**src/hdl/adc_seq_defines.svh**
```systemverilog
// Constants of the sequencer converter control block: timing, codes,
// register offsets and field positions.
// Assumes a 100 MHz peripheral clock; included by the clock generator and the control block.
`ifndef ADC_SEQ_DEFINES_SVH
`define ADC_SEQ_DEFINES_SVH

// Clock rates and converter clock dividers, in peripheral cycles per half converter cycle
`define PCLK_MHZ 100
`define ASYNC_CLK_MHZ 14
`define ASYNC_HALF_DIV ((`PCLK_MHZ + 2 * `ASYNC_CLK_MHZ - 1) / (2 * `ASYNC_CLK_MHZ))
`define DIV2_HALF_DIV 1
`define DIV4_HALF_DIV 2

// Clock source codes
`define CKSEL_ASYNC 2'h0
`define CKSEL_DIV2 2'h1
`define CKSEL_DIV4 2'h2

// Resolution codes and result shifts
`define RES_12 2'h0
`define RES_10 2'h1
`define RES_8 2'h2
`define RES_6 2'h3
`define SHIFT_12 4'h0
`define SHIFT_10 4'h2
`define SHIFT_8 4'h4
`define SHIFT_6 4'h6

// Sampling lengths in half converter cycles (1.5 .. 239.5 cycles)
`define SMP_HT_0 10'h003
`define SMP_HT_1 10'h00F
`define SMP_HT_2 10'h01B
`define SMP_HT_3 10'h039
`define SMP_HT_4 10'h053
`define SMP_HT_5 10'h06F
`define SMP_HT_6 10'h08F
`define SMP_HT_7 10'h1DF

// Conversion lengths in half converter cycles (12.5, 11.5, 9.5, 7.5)
`define CNV_HT_12 10'h019
`define CNV_HT_10 10'h017
`define CNV_HT_8 10'h013
`define CNV_HT_6 10'h00F

// Register byte offsets
`define OFS_CONFIG_ONE 8'h00
`define OFS_CONFIG_TWO 8'h04
`define OFS_SAMPLE_TIME 8'h08
`define OFS_CHANNEL_MASK 8'h0C
`define OFS_IRQ_ENABLE 8'h10
`define OFS_STATUS 8'h14
`define OFS_RESULT 8'h18
`define OFS_LATENCY 8'h1C

// Field positions
`define CFG1_RES_MSB 1
`define CFG1_RES_LSB 0
`define CFG1_SCAN_DIRECTION 2
`define CFG1_CONTINUOUS_ENABLE 3
`define CFG1_DISC 4
`define CFG1_ALIGN 5
`define CFG1_W 6
`define STAT_EOC 0
`define STAT_EOS 1
`define IRQ_EOC 0
`define IRQ_EOS 1
`define LAT_TRIGGER_INPUT_MSB 3
`define LAT_WR_LSB 8
`define LAT_WR_MSB 15

// Reset values and bus answers
`define CFG1_RESET 6'h00
`define CKSEL_RESET 2'h0
`define SMP_RESET 3'h0
`define MASK_RESET 16'h0000
`define RESP_OKAY 2'h0
`define RESP_SLVERR 2'h2

`endif

```
**src/hdl/adc_seq_pkg.sv**
```systemverilog
// Types shared by the sequencer converter control block.
// Assumes nothing beyond the defines header.
package adc_seq_pkg;

   // Sequencer states, one-hot
   typedef enum logic [5:0] {
      ST_IDLE    = 6'h01,
      ST_SYNC    = 6'h02,
      ST_LATENCY = 6'h04,
      ST_SAMPLE  = 6'h08,
      ST_CONVERT = 6'h10,
      ST_WRITE   = 6'h20
   } seq_state_t;

   // Sixteen 12-bit sampled channel values
   typedef logic [15:0][11:0] sample_array_t;

   // Sixteen 16-bit per-channel results
   typedef logic [15:0][15:0] result_array_t;

endpackage

```
**src/hdl/adc_clock_gen.sv**
```systemverilog
// Converter clock enable generator: half-cycle and rising-edge pulses.
// Assumes one peripheral clock; the converter clock exists only as enables.
`timescale 1ns/1ns
`include "adc_seq_defines.svh"

module adc_clock_gen (
   // Clock and reset
   input wire logic aclk,
   input wire logic aresetn,
   // Source choice
   input wire logic [1:0] clock_source_select,
   // Enables
   output logic half_tick,
   output logic rise_tick
);

   typedef struct packed {
      logic [2:0] cnt;
      logic phase;
      logic half;
      logic rise;
   } ckgen_state_t;

   ckgen_state_t s;
   ckgen_state_t next_s;

   // Half-period length in peripheral cycles for a source code
   function automatic logic [2:0] half_div(input logic [1:0] sel);
      case (sel)
         `CKSEL_ASYNC: half_div = 3'(`ASYNC_HALF_DIV);
         `CKSEL_DIV2: half_div = 3'(`DIV2_HALF_DIV);
         default: half_div = 3'(`DIV4_HALF_DIV);
      endcase
   endfunction

   ////////////////////////////////////////////////////////////////////////
   // divider select
   // Counts out half periods; rising edge on every second half tick
   always_comb begin
      next_s = s;
      next_s.half = 1'b0;
      next_s.rise = 1'b0;
      if (s.cnt + 3'h1 >= half_div(clock_source_select)) begin
         next_s.cnt = 3'h0;
         next_s.half = 1'b1;
         next_s.rise = ~s.phase;
         next_s.phase = ~s.phase;
      end else begin
         next_s.cnt = s.cnt + 3'h1;
      end
   end

   // State register
   always_ff @(posedge aclk) begin
      if (!aresetn) begin
         s <= '0;
      end else begin
         s <= next_s;
      end
   end

   assign half_tick = s.half;
   assign rise_tick = s.rise;

endmodule

```
**src/hdl/adc_channel_pick.sv**
```systemverilog
// Channel order finder: first member and successor in scan order.
// Assumes a 16-bit channel mask and a current channel index.
`timescale 1ns/1ns

module adc_channel_pick (
   // Sequence description
   input wire logic [15:0] channel_select_mask,
   input wire logic scan_direction,
   input wire logic [3:0] current_channel,
   // Answers
   output logic [3:0] first_channel,
   output logic [3:0] next_channel,
   output logic has_next
);

   // First set bit: lowest when scanning up, highest when scanning down
   function automatic logic [3:0] find_first(input logic [15:0] m, input logic dn);
      find_first = 4'h0;
      for (int i = 0; i < 16; i++) begin
         if (m[dn ? i : 15 - i]) begin
            find_first = 4'(dn ? i : 15 - i);
         end
      end
   endfunction

   ////////////////////////////////////////////////////////////////////////
   // scan order
   // Successor strictly beyond the current channel in scan direction
   always_comb begin
      next_channel = current_channel;
      has_next = 1'b0;
      for (int j = 0; j < 16; j++) begin
         if (scan_direction) begin
            if (channel_select_mask[j] && 4'(j) < current_channel) begin
               next_channel = 4'(j);
               has_next = 1'b1;
            end
         end else begin
            if (channel_select_mask[15 - j] && 4'(15 - j) > current_channel) begin
               next_channel = 4'(15 - j);
               has_next = 1'b1;
            end
         end
      end
   end

   assign first_channel = find_first(channel_select_mask, scan_direction);

endmodule

```
**src/hdl/adc_sequencer_control.sv**
```systemverilog
// Sequencer converter control: registers over AXI4-Lite, trigger
// handling, channel sequencing, timing, results and event pulses.
// Assumes synchronous trigger and sampled channel values on aclk.
`timescale 1ns/1ns
`include "adc_seq_defines.svh"

module adc_sequencer_control (
   // Clock and reset
   input wire logic aclk,
   input wire logic aresetn,
   // AXI4-Lite write
   input wire logic [7:0] awaddr,
   input wire logic awvalid,
   output logic awready,
   input wire logic [31:0] wdata,
   input wire logic [3:0] wstrb,
   input wire logic wvalid,
   output logic wready,
   output logic [1:0] bresp,
   output logic bvalid,
   input wire logic bready,
   // AXI4-Lite read
   input wire logic [7:0] araddr,
   input wire logic arvalid,
   output logic arready,
   output logic [31:0] rdata,
   output logic [1:0] rresp,
   output logic rvalid,
   input wire logic rready,
   // Trigger and channels
   input wire logic trigger_input,
   input wire adc_seq_pkg::sample_array_t analog_channel,
   // Results and events
   output adc_seq_pkg::result_array_t channel_result,
   output logic [15:0] conversion_result,
   output logic conversion_done_pulse,
   output logic sequence_done_pulse,
   output logic conversion_active
);
   import adc_seq_pkg::*;

   typedef struct packed {
      seq_state_t state;
      logic [9:0] cnt;
      logic [3:0] chan;
      logic [3:0] pos;
      logic pos_ok;
      logic trigger_input_prev;
      logic [11:0] hold;
      logic [`CFG1_W-1:0] cfg1;
      logic [1:0] cksel;
      logic [2:0] sample_time_code;
      logic [15:0] mask;
      logic [1:0] irq_en;
      logic eoc_flag;
      logic eos_flag;
      logic [3:0] trigger_input_lat;
      logic [7:0] wr_lat;
      logic [15:0] result;
      result_array_t res_all;
      logic eoc_pulse;
      logic eos_pulse;
      logic active;
      logic aw_ok;
      logic w_ok;
      logic [7:0] aw_q;
      logic [31:0] w_q;
      logic [3:0] strb_q;
      logic awready;
      logic wready;
      logic bvalid;
      logic [1:0] bresp;
      logic arready;
      logic rvalid;
      logic [31:0] rdata;
      logic [1:0] rresp;
   } seq_ctrl_state_t;

   seq_ctrl_state_t s;
   seq_ctrl_state_t next_s;
   logic half_tick;
   logic rise_tick;
   logic [3:0] first_ch;
   logic [3:0] next_ch;
   logic has_next;
   logic trigger_input_edge;
   logic [7:0] wa;
   logic [31:0] wd;
   logic [3:0] wsel;
   logic do_write;
   logic [3:0] start_ch;

   // Byte-lane merge of a write into an old register value
   function automatic logic [31:0] merge(input logic [31:0] old, input logic [31:0] d,
                                         input logic [3:0] st);
      for (int b = 0; b < 4; b++) begin
         merge[b*8 +: 8] = st[b] ? d[b*8 +: 8] : old[b*8 +: 8];
      end
   endfunction

   // Sampling length in half converter cycles
   function automatic logic [9:0] smp_ht(input logic [2:0] code);
      case (code)
         3'h0: smp_ht = `SMP_HT_0;
         3'h1: smp_ht = `SMP_HT_1;
         3'h2: smp_ht = `SMP_HT_2;
         3'h3: smp_ht = `SMP_HT_3;
         3'h4: smp_ht = `SMP_HT_4;
         3'h5: smp_ht = `SMP_HT_5;
         3'h6: smp_ht = `SMP_HT_6;
         default: smp_ht = `SMP_HT_7;
      endcase
   endfunction

   // Conversion length in half converter cycles
   function automatic logic [9:0] cnv_ht(input logic [1:0] res);
      case (res)
         `RES_12: cnv_ht = `CNV_HT_12;
         `RES_10: cnv_ht = `CNV_HT_10;
         `RES_8: cnv_ht = `CNV_HT_8;
         default: cnv_ht = `CNV_HT_6;
      endcase
   endfunction

   // Right shift that trims a 12-bit sample to the resolution
   function automatic logic [3:0] res_shift(input logic [1:0] res);
      case (res)
         `RES_12: res_shift = `SHIFT_12;
         `RES_10: res_shift = `SHIFT_10;
         `RES_8: res_shift = `SHIFT_8;
         default: res_shift = `SHIFT_6;
      endcase
   endfunction

   ////////////////////////////////////////////////////////////////////////
   // Converter clock enables and channel order

   adc_clock_gen u_clock_gen (
      .aclk(aclk),
      .aresetn(aresetn),
      .clock_source_select(s.cksel),
      .half_tick(half_tick),
      .rise_tick(rise_tick)
   );

   adc_channel_pick u_channel_pick (
      .channel_select_mask(s.mask),
      .scan_direction(s.cfg1[`CFG1_SCAN_DIRECTION]),
      .current_channel(s.chan),
      .first_channel(first_ch),
      .next_channel(next_ch),
      .has_next(has_next)
   );

   ////////////////////////////////////////////////////////////////////////
   // Write path, address and data in either order
   assign wa = s.aw_ok ? s.aw_q : awaddr;
   assign wd = s.w_ok ? s.w_q : wdata;
   assign wsel = s.w_ok ? s.strb_q : wstrb;
   assign do_write = (s.aw_ok || (awvalid && s.awready)) && (s.w_ok || (wvalid && s.wready))
                     && !s.bvalid;
   assign trigger_input_edge = trigger_input && !s.trigger_input_prev;
   assign start_ch = (s.cfg1[`CFG1_DISC] && s.pos_ok && s.mask[s.pos]) ? s.pos : first_ch;

   // Next state: bus slave first, then the sequencer
   always_comb begin
      next_s = s;
      next_s.eoc_pulse = 1'b0;
      next_s.eos_pulse = 1'b0;
      next_s.trigger_input_prev = trigger_input;
      // Write channel capture
      if (awvalid && s.awready && !do_write) begin
         next_s.aw_ok = 1'b1;
         next_s.aw_q = awaddr;
      end
      if (wvalid && s.wready && !do_write) begin
         next_s.w_ok = 1'b1;
         next_s.w_q = wdata;
         next_s.strb_q = wstrb;
      end
      if (s.bvalid && bready) begin
         next_s.bvalid = 1'b0;
      end
      if (do_write) begin
         next_s.aw_ok = 1'b0;
         next_s.w_ok = 1'b0;
         next_s.bvalid = 1'b1;
         next_s.bresp = `RESP_OKAY;
         case (wa)
            `OFS_CONFIG_ONE: next_s.cfg1 = `CFG1_W'(merge(32'(s.cfg1), wd, wsel));
            `OFS_CONFIG_TWO: next_s.cksel = 2'(merge(32'(s.cksel), wd, wsel));
            `OFS_SAMPLE_TIME: next_s.sample_time_code = 3'(merge(32'(s.sample_time_code), wd, wsel));
            `OFS_CHANNEL_MASK: next_s.mask = 16'(merge(32'(s.mask), wd, wsel));
            `OFS_IRQ_ENABLE: next_s.irq_en = 2'(merge(32'(s.irq_en), wd, wsel));
            `OFS_STATUS: begin
               if (wsel[0] && wd[`STAT_EOC]) next_s.eoc_flag = 1'b0;
               if (wsel[0] && wd[`STAT_EOS]) next_s.eos_flag = 1'b0;
            end
            `OFS_RESULT: next_s.bresp = `RESP_OKAY;
            `OFS_LATENCY: begin
               next_s.trigger_input_lat = 4'(merge(32'({s.wr_lat, 4'h0, s.trigger_input_lat}), wd, wsel));
               next_s.wr_lat = 8'(merge(32'({s.wr_lat, 4'h0, s.trigger_input_lat}), wd, wsel)
                  >> `LAT_WR_LSB);
            end
            default: next_s.bresp = `RESP_SLVERR;
         endcase
      end
      // Read channel
      if (s.rvalid && rready) begin
         next_s.rvalid = 1'b0;
      end
      if (arvalid && s.arready) begin
         next_s.rvalid = 1'b1;
         next_s.rresp = `RESP_OKAY;
         case (araddr)
            `OFS_CONFIG_ONE: next_s.rdata = 32'(s.cfg1);
            `OFS_CONFIG_TWO: next_s.rdata = 32'(s.cksel);
            `OFS_SAMPLE_TIME: next_s.rdata = 32'(s.sample_time_code);
            `OFS_CHANNEL_MASK: next_s.rdata = 32'(s.mask);
            `OFS_IRQ_ENABLE: next_s.rdata = 32'(s.irq_en);
            `OFS_STATUS: next_s.rdata = 32'({s.active, s.eos_flag, s.eoc_flag});
            `OFS_RESULT: next_s.rdata = 32'(s.result);
            `OFS_LATENCY: next_s.rdata = 32'({s.wr_lat, 4'h0, s.trigger_input_lat});
            default: begin
               next_s.rdata = 32'h0000_0000;
               next_s.rresp = `RESP_SLVERR;
            end
         endcase
      end
      // Sequencer
      unique case (s.state)
         ST_IDLE: begin
            if (trigger_input_edge && s.mask != 16'h0000) next_s.state = ST_SYNC;
         end
         ST_SYNC: begin
            if (rise_tick) begin
               next_s.chan = start_ch;
               next_s.cnt = {5'h00, s.trigger_input_lat, 1'b0};
               next_s.state = ST_LATENCY;
            end
         end
         ST_LATENCY: begin
            if (s.cnt == 10'h000) begin
               next_s.cnt = smp_ht(s.sample_time_code);
               next_s.state = ST_SAMPLE;
            end else if (half_tick) begin
               next_s.cnt = s.cnt - 10'h001;
            end
         end
         ST_SAMPLE: begin
            if (half_tick) begin
               if (s.cnt == 10'h001) begin
                  next_s.hold = analog_channel[s.chan];
                  next_s.cnt = cnv_ht(s.cfg1[`CFG1_RES_MSB:`CFG1_RES_LSB]);
                  next_s.state = ST_CONVERT;
               end else begin
                  next_s.cnt = s.cnt - 10'h001;
               end
            end
         end
         ST_CONVERT: begin
            if (half_tick) begin
               if (s.cnt == 10'h001) begin
                  next_s.cnt = {1'b0, s.wr_lat, 1'b0};
                  next_s.state = ST_WRITE;
               end else begin
                  next_s.cnt = s.cnt - 10'h001;
               end
            end
         end
         ST_WRITE: begin
            if (s.cnt == 10'h000) begin
               next_s.result = 16'(s.hold) >> res_shift(s.cfg1[`CFG1_RES_MSB:`CFG1_RES_LSB]);
               next_s.res_all[s.chan] = next_s.result;
               next_s.eoc_flag = 1'b1;
               next_s.eoc_pulse = s.irq_en[`IRQ_EOC];
               if (!has_next) begin
                  next_s.eos_flag = 1'b1;
                  next_s.eos_pulse = s.irq_en[`IRQ_EOS];
               end
               if (s.cfg1[`CFG1_DISC]) begin
                  next_s.pos = next_ch;
                  next_s.pos_ok = has_next;
                  next_s.state = ST_IDLE;
               end else if (has_next) begin
                  next_s.chan = next_ch;
                  next_s.cnt = smp_ht(s.sample_time_code);
                  next_s.state = ST_SAMPLE;
               end else begin
                  next_s.state = ST_IDLE;
               end
            end else if (half_tick) begin
               next_s.cnt = s.cnt - 10'h001;
            end
         end
      endcase
      next_s.active = next_s.state != ST_IDLE;
      next_s.awready = !next_s.aw_ok && !next_s.bvalid;
      next_s.wready = !next_s.w_ok && !next_s.bvalid;
      next_s.arready = !next_s.rvalid;
   end

   // State register
   always_ff @(posedge aclk) begin
      if (!aresetn) begin
         s <= '0;
         s.state <= ST_IDLE;
         s.cfg1 <= `CFG1_RESET;
         s.cksel <= `CKSEL_RESET;
         s.sample_time_code <= `SMP_RESET;
         s.mask <= `MASK_RESET;
      end else begin
         s <= next_s;
      end
   end

   // Outputs straight from the state register
   assign awready = s.awready;
   assign wready = s.wready;
   assign bvalid = s.bvalid;
   assign bresp = s.bresp;
   assign arready = s.arready;
   assign rvalid = s.rvalid;
   assign rdata = s.rdata;
   assign rresp = s.rresp;
   assign channel_result = s.res_all;
   assign conversion_result = s.result;
   assign conversion_done_pulse = s.eoc_pulse;
   assign sequence_done_pulse = s.eos_pulse;
   assign conversion_active = s.active;
endmodule

```
**config.mk**
```make
export PLATFORM = sky130hd
export DESIGN_NAME = adc_sequencer_control
export DESIGN_NICKNAME = d
export VERILOG_FILES = /design/src/hdl/adc_seq_pkg.sv /design/src/hdl/adc_clock_gen.sv /design/src/hdl/adc_channel_pick.sv /design/src/hdl/adc_sequencer_control.sv
export VERILOG_INCLUDE_DIRS = /design/src /design/src/hdl
export SDC_FILE = /design/constraint.sdc
export NUM_CORES = 1
export LEC_CHECK = 0
export BUFFER_PORTS_ARGS = -buffer_cell sky130_fd_sc_hd__clkbuf_2
export CORE_AREA = 5 5 219 221
export CTS_BUF_LIST = sky130_fd_sc_hd__clkbuf_4 sky130_fd_sc_hd__clkbuf_8
export DETAILED_ROUTE_END_ITERATION = 6
export DIE_AREA = 0 0 224 226
export PLACE_DENSITY = 0.77
export SLEW_MARGIN = 20
export SYNTH_ARGS = -nofsm -noshare
export SYNTH_HDL_FRONTEND = slang
export SYNTH_SLANG_ARGS = --single-unit
```
**constraint.sdc**
```tcl
create_clock -name aclk -period 3.3 [get_ports aclk]
set_clock_uncertainty 0.15 [all_clocks]
set_input_delay 0.66 -clock aclk [delete_from_list [all_inputs] [get_ports aclk]]
set_output_delay 0.66 -clock aclk [all_outputs]
set_load 0.005 [all_outputs]
```
## After elaboration in Yosys (flattened, before gate mapping)

Cells that the tools add are included.

- Flip-flop bits (word level): 431
- Input port bits: 252
- Output and inout bits: 316
- Logic and storage cells: 475

- $add $sub $neg: 2
- Order comparisons: 52
- Equal/unequal tests: 39
- Shifts and indexed selects: 1
- Muxes and demuxes: 236
- Bitwise gates (word level): 4
- Reductions and logical operators: 87

Operators by type and width:

| kind | number |
|---|---|
| $lt A32 B6 Y1 const B | 15 |
| $mux W4 | 86 |
| $bwmux W256 | 1 |
| $pmux W16 S8 | 1 |
| $mux W1 | 88 |
| $bmux W1 S4 | 17 |
| $demux W16 S4 | 1 |
| $eq A8 B5 Y1 const B | 8 |
| $mux W16 | 4 |
| $pmux W9 S7 | 1 |
| $logic_and A1 B1 Y1 | 50 |
| $mux W10 | 5 |
| $pmux W10 S5 | 1 |
| $bmux W12 S4 | 1 |
| $mux W14 | 3 |
| $pmux W6 S6 | 1 |
| $mux W35 | 1 |
| $reduce_and A3 Y1 | 11 |
| $eq A8 B4 Y1 const B | 4 |
| $gt A4 B4 Y1 const A | 8 |
| $lt A4 B4 Y1 const A | 8 |
| $mux W6 | 5 |
| $mux W12 | 2 |
| $mux W20 | 1 |
| other kinds (54) | 98 |

## Depth between registers and ports, before layout

- Depth after elaboration: 39
- Mapped depth: 11
- Depth with buffers taken out: 9

## Cells and area by module

Synthesis repeated with hierarchy kept, for this count alone.

- Cell total of the unflattened synthesis: 2401
- Area, all modules: 19517.5 um^2

By module, submodules not included:

| module | instances | cells each | area an instance (um^2) | seq. area each (um^2) |
|---|---|---|---|---|
| adc_sequencer_control | 1 | 2140 | 17799.6 | 6786.5 |
| adc_channel_pick | 1 | 236 | 1436.4 | 0.0 |
| adc_clock_gen | 1 | 25 | 281.5 | 120.1 |

## Worst setup path before layout

OpenSTA, ideal clock, no wires.

- Path type: input-to-reg
- From: in awaddr[7]
- To: reg s[364] (netlist bit)
- Library setup time: 0.128 ns
- Arrival: 2.234 ns
- Required time: 3.022 ns
- Slack: 0.788 ns
- Stages on the path: 7
- Path buffers: 1
- Path through: nor3_1 mux2i_1 a21oi_1 nor4b_1 buf_2 mux2i_1 nor2_1

- Word-level cells in the longest chain between the ends: 3

Ends and longest elaborated chain:

| element | line | source |
|---|---|---|
| from (decl) | adc_sequencer_control.sv:12 | `input wire logic [7:0] awaddr,` |
| $mux W8 | adc_sequencer_control.sv:157 | `assign wa = s.aw_ok ? s.aw_q : awaddr;` |
| $eq A8 B5 Y1 | adc_sequencer_control.sv:189 | `case (wa)` |
| $reduce_and A3 Y1 (no line) | -- |  |
| to (signal assigned) | adc_sequencer_control.sv:313 | `s <= next_s;` |
| to (decl) | adc_sequencer_control.sv:79 | `seq_ctrl_state_t s;` |

No other way between the ends.
A chain may end at the register's enable or synchronous reset.

## Final worst setup path

- From: reg s[427] (netlist bit)
- To: reg s, in the netlist channel_result[99]

- Word-level cells in the longest chain between the ends: 2

Ends and longest elaborated chain:

| element | line | source |
|---|---|---|
| $logic_not A10 Y1 | adc_sequencer_control.sv:272 | `if (s.cnt == 10'h000) begin` |
| $reduce_and A2 Y1 (no line) | -- |  |

No other way between the ends.

==> impl.org <==
** Global routing
- Global routing consumed, on the met3 layer, 4.68% of the routing resources.
- Global routing used 23.8% of the available tracks.
- Global routing consumed, on the met1 layer, 28.4% of the routing resources.
- Antenna violations before repair :: 7
- First-pass GRT wire length :: 95.7 mm
- Entering global routing, the biggest net connects 159 pins.
- Vias in the first global route :: 16,642
- Global routing finished with a remaining overflow of 0.
- Met2 Track Usage GR :: 41.7%
- The layer flagged by global routing as most heavily used is met2.

** Critical path
- At the worst endpoint, the arrival time is 3430 ps.
- Flop2flop setup slack :: 280 ps
- Most common cell type on the critical path :: buf_4
- Peak per-stage delay on the critical path :: 440 ps
- Cell count of the worst reg-to-reg path :: 10
- The worst setup path is captured at a flip-flop.
- Critical Path Slowest Stage Cell :: nand2_1
- Crit path launch type :: flip-flop
- Terminus of the critical flop-to-flop path :: channel_result[99]
- The startpoint identified for the worst register-to-register timing path is s[427].
- Cells traversed along the worst timing path :: inv_1 -> ha_1 -> nor4b_4 -> buf_4 -> nand4_1 -> buf_4 -> nor2_1 -> nand2_1 -> or2_0 -> a21oi_1
- Among cell families on the critical path, the largest total delay comes from simple AND/OR/NAND/NOR gates.
- Together, buffers and inverters on the worst path number 3.
- The worst setup path is of the flip-flop to flip-flop kind.
- For the worst setup path, the data required time is 3700 ps.
- Along the worst path, the maximum fanout reaches 20.

** STA
- The final max-slew violation count came to 0.
- The clock period could shrink to 3020 ps.
- The worst pin sits at a relative slew slack of 43.7%.
- Based on the critical path, the design can be clocked at up to 0.331 GHz.
- Number of hold violations in the final report :: 0
- Setup violations remaining at the end of the flow were counted as 0.
- Worst Tran Pin Value :: 844 ps
- Post-Route Setup TNS :: 0 ps
- Setup repair after global routing missed its margin :: false
- Final clock period utilization by the worst path :: 91.7%
- Across all hold checks on the routed design, the worst slack comes to 90.2 ps.

** Logic synthesis
- In the post-synthesis netlist, the biggest area contributors are dfxtp_1, buf_4, mux4_2.
- After synthesis, flip-flops and latches occupy 36.0% of the total area.
- Post-synthesis xor/xnor area fraction :: 0.411%
- The number of different library cells used by synthesis comes to 91.
- The synthesized netlist devotes 18.4% of its cell area to simple gates.
- Post-synthesis share of cell area spent on full adders, half adders and majority gates :: 0.652%
- Mean instance size in the synthesized netlist :: 8.42 µm²
- Gate Count Post-Synth :: 2,277
- After synthesis, the largest family of logic cells by area is simple AND/OR/NAND/NOR gates.
- In the synthesized netlist the dominant register cell turns out to be dfxtp_1.
- After synthesis, the largest area contributor takes up 36.0% of total cell area.
- Synthesis inferred 345 register bits.
- Proportion of synthesized area in mux cells :: 13.2%
- Netlist area before placement :: 19,200 µm²
- After synthesis, the share of flip-flops with an asynchronous set or reset is 0%.
- The synthesized netlist devotes 15.2% of its cell area to compound gates.
- During synthesis, Yosys emitted a total of 0 warnings.
- Cell type contributing the most total cell area after synthesis :: dfxtp_1
- The synthesized design contains 0 enable-type register cells.

** Clock tree
- CTS placed an instance of clkbuf_8 at the clock tree root.
- Buffers inserted during clock tree synthesis total 56.
- Post-CTS clock slew at the launch and capture registers of the worst setup and hold paths :: 70 ps
- The longest clock path from root to sink contains 3 buffers.
- Clock latency of the later-clocked register in the worst-skew pair :: 650 ps
- Clock tree from TritonCTS :: built
- After clock tree synthesis, the flow added hold-fix buffers numbering 0.
- Counting every sink on the clock net gives 345.
- The H-tree was split into 2 levels.

** Drt
- Vias :: 17,251
- Number of iterations in the first detailed-routing pass :: 6
- Avg Vias per Cell :: 5.50
- Antenna-violating nets left :: 0
- Post-detailed-route DRC marker count :: 0
- Total wire length :: 64.0 mm
- In the final routed layout, each cell accounts on average for 20.4 µm.
- Detailed router's first-iteration violation count :: 1,746

** Cells and area
- Filler-free cell count of the finished design :: 3,138
- Layout cell share with drive strength beyond 1 :: 29.6%
- Relative to the synthesized area, the layout overhead comes to 12.0%.
- For this run, the post-layout net count is 2,748.

** Status
- Result of the run :: finished, final reports clean

** Hold path
- Terminating pin of the worst hold path :: s[417]
- Number of instances on the worst hold path :: 2
- Min-Delay Startpoint :: trigger_input
- Worst min-delay path category :: primary input to flip-flop

** Placement
- Estimated wirelength of the detail-placed design :: 49.6 mm
- At the end of routability-driven placement, the weighted congestion stood at 0.959.
- During placement, the flow inserted port buffers numbering 463.
- After detailed placement, the design holds a cell count of 3,035.

** Die
- Starting Density :: 41.7%
- Full die area :: 50,600 µm²
- Die boundary height :: 226 µm
- Area inside the core boundary :: 46,000 µm²
- The die is 224 µm wide.
- The floorplan has 79 rows.
- In this run the count of I/O pins placed on the die edge is 568.

** Power and ir drop
- Largest voltage drop on the vdd net :: 0.352 mV
- Leakage :: 9.03 nW
- Power density over the cells :: 419 nW/µm²

** Run
- The tool flagged a number of max-cap violations equal to 0.
power by group:
| part | leakage [nW] | switching, W | internal [W] |
|---|---|---|---|
| Combinational | 5.58 | 0.000344 | 0.000258 |
| Clock | 0.664 | 0.00173 | 0.00242 |
| Sequential | 2.79 | 0.0000382 | 0.00422 |
cell families after synthesis:
logic type / after synthesis
AO/OA/AOI/OAI: 464
XOR/XNOR: 9
adder cells (fa/ha/maj): 10
buffers and inverters: 493
flip-flops: 345
multiplexers: 169
other: 1
AND/OR/NAND/NOR: 786
synthesized netlist by cell type, types with 14 or more instances:
library cell and instances:
nor3_1 41, mux4_2 66, nor2_1 367, mux2i_1 88, o21ai_0 32, a21oi_1 237
dfxtp_1 345, nor2b_1 16, inv_1 27, a211oi_1 31, mux2_2 15, and3_1 14
nand3_1 44, buf_4 314, or2_0 16, clkbuf_1 114, nand2_1 193, buf_2 31
a31oi_1 14
worst max-delay path by stage:
stage | depth (start not counted) | startpoint | to
2_1_floorplan | 7 | awaddr[7] | s[364]
3_3_place_gp | 10 | s[427] | channel_result[139]
3_5_place_dp | 10 | s[427] | channel_result[139]
4_1_cts | 10 | s[427] | channel_result[139]
5_1_grt | 10 | s[427] | channel_result[98]
6_report | 10 | s[427] | channel_result[99]
stage by stage:
stage / total power, W / util [%] / setup WS, ps / cell area, µm²
finish: 0.00900 / 46.7 / 275 / 21500
global route: 0.00931 / 46.7 / 33.6 / 21500
CTS: 0.00907 / 46.7 / 220 / 21500
detailed placement: 0.00494 / 43.9 / 307 / 20200
global placement: 0.00493 / 43.9 / 391 / 20200
floorplan: 0.00474 / - / 788 / 19500
sequential cells by signal, summed over array words and instances, names as in the netlist:
| register | cells |
|---|---|
| arready | 1 |
| awready | 1 |
| bresp | 1 |
| bvalid | 1 |
| channel_result | 192 |
| conversion_active | 1 |
| conversion_done_pulse | 1 |
| conversion_result | 12 |
| rdata | 16 |
| rresp | 1 |
| rvalid | 1 |
| s | 109 |
| sequence_done_pulse | 1 |
| u_clock_gen.half_tick | 1 |
| u_clock_gen.rise_tick | 1 |
| u_clock_gen.s | 4 |
| wready | 1 |
per-layer routing:
metal | vias to the layer above | share of wire (%)
met1 | 8239 | 38
li1 | 7969 | -
met4 | 0 | 4.1
met2 | 900 | 50
met3 | 143 | 7.4
met5 | - | 0
cell usage in the layout, fill, tap and decap left out, drive strengths merged, types with 31 or more instances in the layout:
cell    count
clkbuf    543
nor2      368
dfxtp     345
a21oi     237
nand2     193
mux2i      88
conb       86
buf        69
mux4       66
nand3      45
nor3       44
o21ai      40
a211oi     31
area by class of cell:
class	count	area (µm²)
Tap cell	607	759
Multi-Input combinational cell	1524	9550
Antenna cell	7	17.5
Sequential cell	345	6920
Fill cell	4413	24500
Clock buffer	80	1040
Clock inverter	16	224
Inverter	27	106
Timing Repair Buffer	532	2870
what timing repair did:
action | 4_1_cts | 5_1_grt
resized for setup | 0 | 2
buffers inserted | 0 | 0
setup endpoints to repair | 0 | 1
Power figures use the tool's default switching activity.
